$ cat src/rtl/rdsc_regs.vh
// register offsets, field layout and reset values of the downconverter
// stage control; included by rtl/rdsc_ctrl.v only.
`ifndef RDSC_REGS_VH
`define RDSC_REGS_VH

// register indices; the byte address is four times the index
`define RDSC_IDX_COARSE_EN   12'h0285
`define RDSC_IDX_FINE_EN     12'h0286
`define RDSC_IDX_BYPASS      12'h0287
`define RDSC_IDX_CHIP_RATIO  12'h0289
`define RDSC_IDX_OVL_BASE    12'h02C0
`define RDSC_IDX_STATUS      12'h02C8

// field layout
`define RDSC_COARSE_MSB      3
`define RDSC_FINE_MSB        7

// reset values
`define RDSC_RST_COARSE_EN   4'h0
`define RDSC_RST_FINE_EN     8'h00
`define RDSC_RST_BYPASS      8'h00
`define RDSC_RST_RATIO       8'h00

// bus answers
`define RDSC_RESP_OKAY       2'b00
`define RDSC_RESP_SLVERR     2'b10

`endif

$ cat src/rtl/rdsc_ctrl.v
// receive downconverter stage control: enables, fine bypass, rate match
// assumes one clock, samples and ADC_TICK synchronous to CLK, and that
// the fine filters themselves sit outside and are fed by coarse n/2.
// every register is 8 bits wide and travels in the low byte lane
// Functional notes
// - coarse enable bits [3:0], one per channel
// - fine enable bits [7:0], one per channel
// - bypass bit set: output feeding coarse samples
// - bypass clear: fine path only when enabled
// - hold-upsample channels to smallest link decimation
//
// Added by the designer: the AXI4-Lite slave port.
`include "rdsc_regs.vh"
`default_nettype none

module rdsc_ctrl #(
	parameter W = 16                      // sample width
) (
	// clock and reset
	input  wire           CLK,           // 20 MHz datapath clock
	input  wire           RST_B,         // async reset, active low

	// converter side: tick and filter samples
	input  wire           ADC_TICK,      // one pulse per converter sample
	input  wire [4*W-1:0] COARSE_DATA,   // coarse channel samples
	input  wire [3:0]     COARSE_VALID,  // coarse sample strobes
	input  wire [8*W-1:0] FINE_DATA,     // fine channel samples
	input  wire [7:0]     FINE_VALID,    // fine sample strobes

	// filter enables and samples toward the link
	output reg  [3:0]     COARSE_ENABLE, // enables to coarse filters
	output reg  [7:0]     FINE_ENABLE,   // enables to fine filters
	output reg  [8*W-1:0] OUT_DATA,      // samples to link transmitter
	output reg  [7:0]     OUT_VALID,     // output sample strobes

	// AXI4-Lite write channels
	input  wire [13:0]    S_AXI_AWADDR,  // write address
	input  wire           S_AXI_AWVALID, // write address valid
	output reg            S_AXI_AWREADY, // write address ready
	input  wire [31:0]    S_AXI_WDATA,   // write data
	input  wire [3:0]     S_AXI_WSTRB,   // write byte lanes
	input  wire           S_AXI_WVALID,  // write data valid
	output reg            S_AXI_WREADY,  // write data ready
	output reg  [1:0]     S_AXI_BRESP,   // write response
	output reg            S_AXI_BVALID,  // write response valid
	input  wire           S_AXI_BREADY,  // write response ready

	// AXI4-Lite read channels
	input  wire [13:0]    S_AXI_ARADDR,  // read address
	input  wire           S_AXI_ARVALID, // read address valid
	output reg            S_AXI_ARREADY, // read address ready
	output reg  [31:0]    S_AXI_RDATA,   // read data
	output reg  [1:0]     S_AXI_RRESP,   // read response
	output reg            S_AXI_RVALID,  // read data valid
	input  wire           S_AXI_RREADY   // read data ready
);

	// software state
	reg [7:0]  bypass;          // fine stage bypass per channel
	reg [7:0]  chip_ratio;      // smallest overall decimation of link
	reg [7:0]  ovl [0:7];       // overall decimation per fine channel
	reg [7:0]  active;          // channel currently producing output
	reg [7:0]  link_cnt;        // converter samples since last tick
	reg        link_tick;       // one pulse per output sample slot

	// write channel capture
	reg [11:0] aw_idx;
	reg        aw_held;
	reg [7:0]  w_byte;
	reg        w_lane;
	reg        w_held;
	// a store needs both halves and no answer still waiting
	wire       do_write = aw_held & w_held & ~S_AXI_BVALID;
	// overall decimation block: eight words from its base index up
	localparam [11:0] OVL_BASE = `RDSC_IDX_OVL_BASE;
	wire       wr_ovl   = (aw_idx[11:3] == OVL_BASE[11:3]);
	wire [2:0] wr_ch    = aw_idx[2:0];
	wire [7:0] ovl_hit  = 8'h01 << wr_ch; // one-hot lane of that word

	// write address is held until the data also arrives, either order;
	// ready stays low meanwhile so a second address cannot slip in
	always @(posedge CLK or negedge RST_B) begin
		if (!RST_B) begin
			aw_held       <= 1'b0;
			aw_idx        <= 12'h0000;
			S_AXI_AWREADY <= 1'b1;
		end else if (S_AXI_AWVALID & S_AXI_AWREADY) begin
			// address taken: park it for the data half
			aw_held       <= 1'b1;
			aw_idx        <= S_AXI_AWADDR[13:2];
			S_AXI_AWREADY <= 1'b0;
		end else if (do_write) begin
			aw_held       <= 1'b0;
			S_AXI_AWREADY <= 1'b1;
		end
	end

	// write data capture; only the low byte lane carries register bits
	// the upper lanes are taken but dropped: every register is 8 bits
	always @(posedge CLK or negedge RST_B) begin
		if (!RST_B) begin
			w_held       <= 1'b0;
			w_byte       <= 8'h00;
			w_lane       <= 1'b0;
			S_AXI_WREADY <= 1'b1;
		end else if (S_AXI_WVALID & S_AXI_WREADY) begin
			// data taken: park low byte and lane strobe
			w_held       <= 1'b1;
			w_byte       <= S_AXI_WDATA[7:0];
			w_lane       <= S_AXI_WSTRB[0];
			S_AXI_WREADY <= 1'b0;
		end else if (do_write) begin
			w_held       <= 1'b0;
			S_AXI_WREADY <= 1'b1;
		end
	end

	// decode of the held write address
	// status is known, so a write there answers OKAY and stores nothing
	reg wr_known;
	always @* begin
		wr_known = wr_ovl;
		case (aw_idx)
			`RDSC_IDX_COARSE_EN:  wr_known = 1'b1;
			`RDSC_IDX_FINE_EN:    wr_known = 1'b1;
			`RDSC_IDX_BYPASS:     wr_known = 1'b1;
			`RDSC_IDX_CHIP_RATIO: wr_known = 1'b1;
			`RDSC_IDX_STATUS:     wr_known = 1'b1;
			default:              wr_known = wr_ovl;
		endcase
	end

	// control registers; all reset to zero so every channel starts off
	// a write with the lane 0 strobe off answers OKAY, changes nothing
	always @(posedge CLK or negedge RST_B) begin
		if (!RST_B) begin
			// every lane dark and unbypassed
			COARSE_ENABLE <= `RDSC_RST_COARSE_EN;
			FINE_ENABLE   <= `RDSC_RST_FINE_EN;
			bypass        <= `RDSC_RST_BYPASS;
			chip_ratio    <= `RDSC_RST_RATIO;
		end else if (do_write & w_lane) begin
			case (aw_idx)
				`RDSC_IDX_COARSE_EN:
					COARSE_ENABLE <= w_byte[`RDSC_COARSE_MSB:0];
				`RDSC_IDX_FINE_EN:
					FINE_ENABLE <= w_byte;
				`RDSC_IDX_BYPASS:
					bypass <= w_byte;
				`RDSC_IDX_CHIP_RATIO:
					chip_ratio <= w_byte;
				default: ;
			endcase
		end
	end

	// per channel overall decimation; kept as flip-flops by index
	// eight words fill the block, so no index inside it is unmapped
	genvar g;
	generate
		for (g = 0; g < 8; g = g + 1) begin : g_ovl
			always @(posedge CLK or negedge RST_B) begin
				if (!RST_B)
					ovl[g] <= `RDSC_RST_RATIO;
				else if (do_write & w_lane & wr_ovl & ovl_hit[g])
					ovl[g] <= w_byte;
			end
		end
	endgenerate

	// write response once both halves have been taken
	// a waiting answer blocks the next store so no response is lost;
	// set and clear never meet because a store needs the answer gone
	always @(posedge CLK or negedge RST_B) begin
		if (!RST_B) begin
			S_AXI_BVALID <= 1'b0;
			S_AXI_BRESP  <= `RDSC_RESP_OKAY;
		end else if (do_write) begin
			// unknown index: error answer, nothing stored
			S_AXI_BVALID <= 1'b1;
			S_AXI_BRESP  <= wr_known ? `RDSC_RESP_OKAY : `RDSC_RESP_SLVERR;
		end else if (S_AXI_BREADY) begin
			S_AXI_BVALID <= 1'b0;
		end
	end

	// read mux; reserved coarse bits [7:4] read as zero
	// decoded straight off the bus; only used on the edge that takes
	// the address, so it needs no holding register
	wire [11:0] rd_idx = S_AXI_ARADDR[13:2];
	reg  [7:0]  rd_val;
	reg         rd_ok;
	always @* begin
		rd_val = 8'h00;
		rd_ok  = 1'b1;
		case (rd_idx)
			`RDSC_IDX_COARSE_EN:  rd_val = {4'h0, COARSE_ENABLE};
			`RDSC_IDX_FINE_EN:    rd_val = FINE_ENABLE;
			`RDSC_IDX_BYPASS:     rd_val = bypass;
			`RDSC_IDX_CHIP_RATIO: rd_val = chip_ratio;
			`RDSC_IDX_STATUS:     rd_val = active;
			default: begin
				if (rd_idx[11:3] == OVL_BASE[11:3])
					rd_val = ovl[rd_idx[2:0]];
				else
					rd_ok = 1'b0;
			end
		endcase
	end

	// read answer one cycle after the address is taken
	// one read at a time: the address port closes until data is taken
	always @(posedge CLK or negedge RST_B) begin
		if (!RST_B) begin
			S_AXI_ARREADY <= 1'b1;
			S_AXI_RVALID  <= 1'b0;
			S_AXI_RDATA   <= 32'h0000_0000;
			S_AXI_RRESP   <= `RDSC_RESP_OKAY;
		end else if (S_AXI_ARVALID & S_AXI_ARREADY) begin
			S_AXI_ARREADY <= 1'b0;
			S_AXI_RVALID  <= 1'b1;
			S_AXI_RDATA   <= {24'h00_0000, rd_val};
			S_AXI_RRESP   <= rd_ok ? `RDSC_RESP_OKAY : `RDSC_RESP_SLVERR;
		end else if (S_AXI_RVALID & S_AXI_RREADY) begin
			// answer taken: reopen the address port
			S_AXI_RVALID  <= 1'b0;
			S_AXI_ARREADY <= 1'b1;
		end
	end

	// link slot divider: one tick every chip_ratio converter samples;
	// a ratio of 0 or 1 ticks on every converter sample
	// limitation: the slot phase runs free of any frame marker,
	// and a new ratio takes hold at the next converter sample, even mid-slot
	always @(posedge CLK or negedge RST_B) begin
		if (!RST_B) begin
			link_cnt  <= 8'h00;
			link_tick <= 1'b0;
		end else if (ADC_TICK) begin
			// count samples; wrap and tick at the ratio
			if (link_cnt + 8'h01 >= chip_ratio) begin
				link_cnt  <= 8'h00;
				link_tick <= 1'b1;
			end else begin
				link_cnt  <= link_cnt + 8'h01;
				link_tick <= 1'b0;
			end
		end else begin
			link_tick <= 1'b0;
		end
	end

	// per fine channel output selection and rate matching
	// trade-off: a zero-order hold is cheap but repeats samples
	// instead of interpolating; the link only needs the rates to match
	generate
		for (g = 0; g < 8; g = g + 1) begin : g_ch
			localparam C = g / 2;     // coarse stage that feeds this one
			reg  [W-1:0] held;        // last sample, repeated on ticks
			// fine lane g hangs off coarse lane g/2
			wire         c_on = COARSE_ENABLE[C];
			wire         f_on = FINE_ENABLE[g] & c_on;
			wire         sel  = bypass[g];
			// bypass takes the coarse samples and ignores fine enable
			wire         on   = sel ? c_on : f_on;
			wire [W-1:0] s_d  = sel ? COARSE_DATA[C*W +: W]
			                        : FINE_DATA[g*W +: W];
			wire         s_v  = on & (sel ? COARSE_VALID[C]
			                              : FINE_VALID[g]);
			// already at the link ratio: pass, do not upsample
			wire         same = (ovl[g] == chip_ratio) |
			                    (chip_ratio == 8'h00);

			always @(posedge CLK or negedge RST_B) begin
				if (!RST_B) begin
					held                <= {W{1'b0}};
					active[g]           <= 1'b0;
					OUT_VALID[g]        <= 1'b0;
					OUT_DATA[g*W +: W]  <= {W{1'b0}};
				end else if (!on) begin
					// a disabled channel emits nothing at all
					held                <= {W{1'b0}};
					active[g]           <= 1'b0;
					OUT_VALID[g]        <= 1'b0;
				end else if (same) begin
					// pass mode: one cycle behind the source
					active[g]           <= 1'b1;
					OUT_VALID[g]        <= s_v;
					if (s_v)
						OUT_DATA[g*W +: W] <= s_d;
				end else begin
					// zero-order hold: the newest sample fills each slot
					active[g]           <= 1'b1;
					if (s_v)
						held <= s_d;
					OUT_VALID[g]        <= link_tick;
					if (link_tick)
						OUT_DATA[g*W +: W] <= s_v ? s_d : held;
				end
			end
		end
	endgenerate

endmodule // rdsc_ctrl

`default_nettype wire

$ cat config.mk
export PLATFORM = sky130hd
export DESIGN_NAME = rdsc_ctrl
export DESIGN_NICKNAME = d
export VERILOG_FILES = /design/src/rtl/rdsc_ctrl.v
export VERILOG_INCLUDE_DIRS = /design/src /design/src/rtl
export SDC_FILE = /design/constraint.sdc
export NUM_CORES = 1
export LEC_CHECK = 0
export BUFFER_PORTS_ARGS = -buffer_cell sky130_fd_sc_hd__buf_2
export CAP_MARGIN = 10
export CORE_ASPECT_RATIO = 1.4
export CORE_MARGIN = 8
export CORE_UTILIZATION = 40
export DETAILED_ROUTE_END_ITERATION = 12
export GPL_TIMING_DRIVEN = 0
export PLACE_DENSITY_LB_ADDON = 0.3
export SETUP_SLACK_MARGIN = 0.1
export SLEW_MARGIN = 20
export SYNTH_ARGS = -nofsm -noshare
export SYNTH_HDL_FRONTEND = slang
export SYNTH_SLANG_ARGS = --single-unit
$ cat constraint.sdc
create_clock -name CLK -period 2.2 [get_ports CLK]
set_input_delay 0.44 -clock CLK [delete_from_list [all_inputs] [get_ports CLK]]
set_output_delay 0.44 -clock CLK [all_outputs]
set_load 0.01 [all_outputs]
==> metrics.md <==
| Metric | Value |
|---|---|
| Run status | `finished with violations` |
| Violated checks | `setup timing` |
| Area Overhead vs Synth | `37.8%` |
| Clk sinks | `411` |
| Pleak | `13.0 nW` |
| Endpoints failing setup | `3` |
| Setup crit start kind | `flip-flop` |
| Root Buffer | `clkbuf_16` |
| Initial antenna violation count | `6` |
| Cell Area, Synth | `20600 um2` |
| Placement Cell Area | `23700 um2` |
| Worst VDD drop | `0.773 mV` |
| HPWL Detailed | `52400 um` |
| Max_cap viols | `0` |
| Fill count | `4390` |
| Critical Path RT | `2.68 ns` |
| Avg Cell Area, Syn | `10.5 um2` |
| Ys flop type | `dfrtp_1` |
| Critical Path AT | `2.71 ns` |
| Post-synth ARST share | `1.00` |
| Yosys warnings | `0` |
| Final Hold Vio Count | `0` |
| Post-synth EDFFs | `0` |
| R2R cell count | `10` |
| Clk_skew | `0.0220 ns` |
| Unique masters post-synth | `69` |
| Max Slew Vio Count | `0` |
| Post-route setup TNS | `-0.0531 ns` |
| Tcrit/Tclk final | `1.01` |
| Die Y | `285 um` |
| CTS tree | `built` |
| Final wirelength | `72800 um` |
| Share of cells above drive strength 1 | `0.467` |
| DR vias/cell | `5.43` |
| WS Path Type | `flip-flop to flip-flop` |
| Fin area | `28400 um2` |
| Global-route wire length before repair | `106000 um` |
| DIE WIDTH | `208 um` |
| Measured slew at the worst slew-check pin | `0.878 ns` |
| Reg power frac | `0.436` |
| Top Ports | `465` |
| Vias in the first global route | `17966` |
| Number of I/O port buffers | `405` |
| GPL Wtd Cong | `0.918` |
| WHS Path Cells | `3` |
| Grt ovf | `0` |
| Cell Rows | `98` |
| RSZ-0062 raised after global routing | `yes` |
| Initial core utilization | `0.404` |
| CTS clk-pin slew, worst paths | `0.07 ns` |
| Switching pwr | `4.96 mW` |
| H-tree depth | `2` |
| Logic gate share of total power | `0.128` |
| Tmin final | `2.23 ns` |
| Clk Latency, worst-skew pair | `0.58 ns` |
| Max transition margin | `0.415` |
| Iteration-0 DRC Markers | `929` |
| Largest net degree at the start of global routing | `95` |
| Setup crit end kind | `flip-flop` |
| Remaining antenna violation count | `0` |
| Register area share after synthesis | `0.499` |
| Reg2reg setup slack | `-0.03 ns` |
| #FFs+latches synth | `411` |
| Overall power | `18.8 mW` |
| GRT Overall Usage | `0.228` |
| Clk buf depth | `3` |
| Int Pwr | `13.9 mW` |
| Layout net count | `2838` |
| Die ar. | `59200 um2` |
| HP Class | `input pin to flip-flop` |
| Upper clock frequency limit | `449 MHz` |
| Vias | `17610` |
| Power Density | `662 nW/um2` |
| Final worst slack | `-0.0273 ns` |
| Clock network power share | `0.436` |
| Critical path peak fanout | `6` |
| Switching share of power | `0.264` |
| Placeable Area | `51000 um2` |
| Mapped Cells | `1960` |
| Drc violations | `0` |
| Router iterations before antenna repair | `5` |
| DP Worst Slack | `-0.855 ns` |
| Num CTS Buffers | `43` |
| Average wire per standard cell | `22.5 um` |
layout by cell type (no fill, tap or decap), drive strengths merged, types with 26 or more instances in the layout:
master  Yosys  layout
a21oi     134     134
a221oi    129     129
o21ai      35      35
inv       163     163
clkbuf     62     102
or2       130     130
mux2i     144     144
nor2      148     148
conb        1      26
nand2     161     161
dfrtp     408     408
xnor2      68      68
buf        74     616
mux2      122     122
area by class of cell:
type,count,area [um2],area share
repair buffers,523,3170,0.112
flip-flops and latches,411,10300,0.363
clock inverters,19,318,0.0112
inverters,163,616,0.0217
plain buffers,136,1100,0.0388
multi-input cells,1275,10800,0.380
well taps,650,813,0.0286
clock buffers,60,1280,0.0451
diodes,4,10.0,0.000352
repair_timing:
item                                    CTS  global route
endpoints found under the hold margin    59             0
pin swaps                                42           124
endpoints found under the setup margin  353           328
gates resized for setup                 181           384
buffers inserted                         46            46
hold buffers                              1             0
gates cloned                              2            18
worst max-delay path, stage by stage (launching register included):
cell and delay [ns]:
dfrtp_1 0.42, ha_4 0.16, and3_4 0.20, nand3_4 0.08
xnor2_2 0.16, ha_1 0.31, a21o_1 0.20, a21oi_2 0.17
o21ai_2 0.09, buf_6 0.15, o31ai_1 0.18
power groups by stage:
stage / registers (mW) / logic, mW / clock network, mW
after floorplan: 8.24 / 1.06 / 0
final: 8.21 / 2.41 / 8.20
after CTS: 8.21 / 2.27 / 8.36
after global routing: 8.26 / 2.61 / 8.66
after global placement: 8.32 / 2.04 / 0
after detailed placement: 8.35 / 2.11 / 0
Yosys cell counts (3+ instances only):
cell | count | area share
buf_1 | 7 | 0.0013
o2bb2ai_1 | 5 | 0.0021
o211ai_1 | 20 | 0.0073
or2_2 | 129 | 0.039
buf_2 | 36 | 0.0087
dfrtp_1 | 408 | 0.50
inv_1 | 163 | 0.030
a221oi_1 | 129 | 0.055
a22oi_1 | 9 | 0.0033
a21oi_1 | 134 | 0.033
buf_4 | 29 | 0.011
o21a_1 | 10 | 0.0036
nor2b_1 | 5 | 0.0015
mux2_2 | 114 | 0.062
clkbuf_1 | 62 | 0.011
mux4_2 | 16 | 0.017
a22o_1 | 5 | 0.0021
nand3_1 | 8 | 0.0019
nand2b_1 | 3 | 0.00091
o21ai_2 | 8 | 0.0034
nor2_1 | 147 | 0.027
ha_1 | 9 | 0.0055
o21ai_0 | 26 | 0.0063
mux2_4 | 8 | 0.0058
xnor2_1 | 68 | 0.029
nor3b_1 | 3 | 0.0011
dfstp_2 | 3 | 0.0038
nor3_1 | 12 | 0.0029
a21o_1 | 3 | 0.0011
mux2i_1 | 144 | 0.070
and2_1 | 11 | 0.0033
nand2_1 | 159 | 0.029
and3_1 | 6 | 0.0018
nand4_1 | 18 | 0.0055
stage by stage:
stage | hold WS (ns) | utilization | std cells
floorplan | 0.144 | - | 1985
global placement | 0.461 | 0.462 | 3040
detailed placement | 0.423 | 0.465 | 3045
CTS | 0.0723 | 0.515 | 3173
global route | 0.0878 | 0.557 | 3240
finish | 0.103 | 0.557 | 3241
final timing paths:
kind | from | to
worst min-delay path | S_AXI_RREADY | S_AXI_ARREADY
worst min register to register | S_AXI_RDATA[1] | S_AXI_RDATA[1]
min in group asynchronous | RST_B | w_byte[2]
worst max register to register | link_cnt[1] | link_cnt[7]
worst max-delay path | link_cnt[1] | link_cnt[7]
max in group asynchronous | RST_B | OUT_DATA[67]
flip-flops by register name, indices dropped and copies added, names as in the netlist, 4 cells and up:
register / flops
ovl: 64
bypass: 8
S_AXI_RDATA: 8
link_cnt: 8
chip_ratio: 8
OUT_VALID: 8
FINE_ENABLE: 8
aw_idx: 12
w_byte: 8
active: 8
COARSE_ENABLE: 4
OUT_DATA: 128
g_ch.held: 128
cells by family (layout without fill, tap and decap cells):
group / count (synthesis) / after routing / share of synthesized area
multiplexers: 282 / 282 / 0.156
adder cells (fa/ha/maj): 9 / 9 / 0.00546
buffers and inverters: 299 / 901 / 0.0626
other: 1 / 30 / 0.000182
XOR/XNOR: 70 / 70 / 0.0297
flip-flops: 411 / 411 / 0.499
AO/OA/AOI/OAI: 367 / 367 / 0.124
AND/OR/NAND/NOR: 521 / 521 / 0.124
routing by layer:
layer	part of all wire	global-route usage	up-vias	routed length (um)
met2	0.53	0.411	639	38500
met5	0.00030	0	-	22
met4	0.044	0.0953	4	3200
met1	0.37	0.257	8810	26900
li1	-	-	7978	-
met3	0.058	0.0484	179	4240
Note: power is estimated with default switching activity, not from simulation.
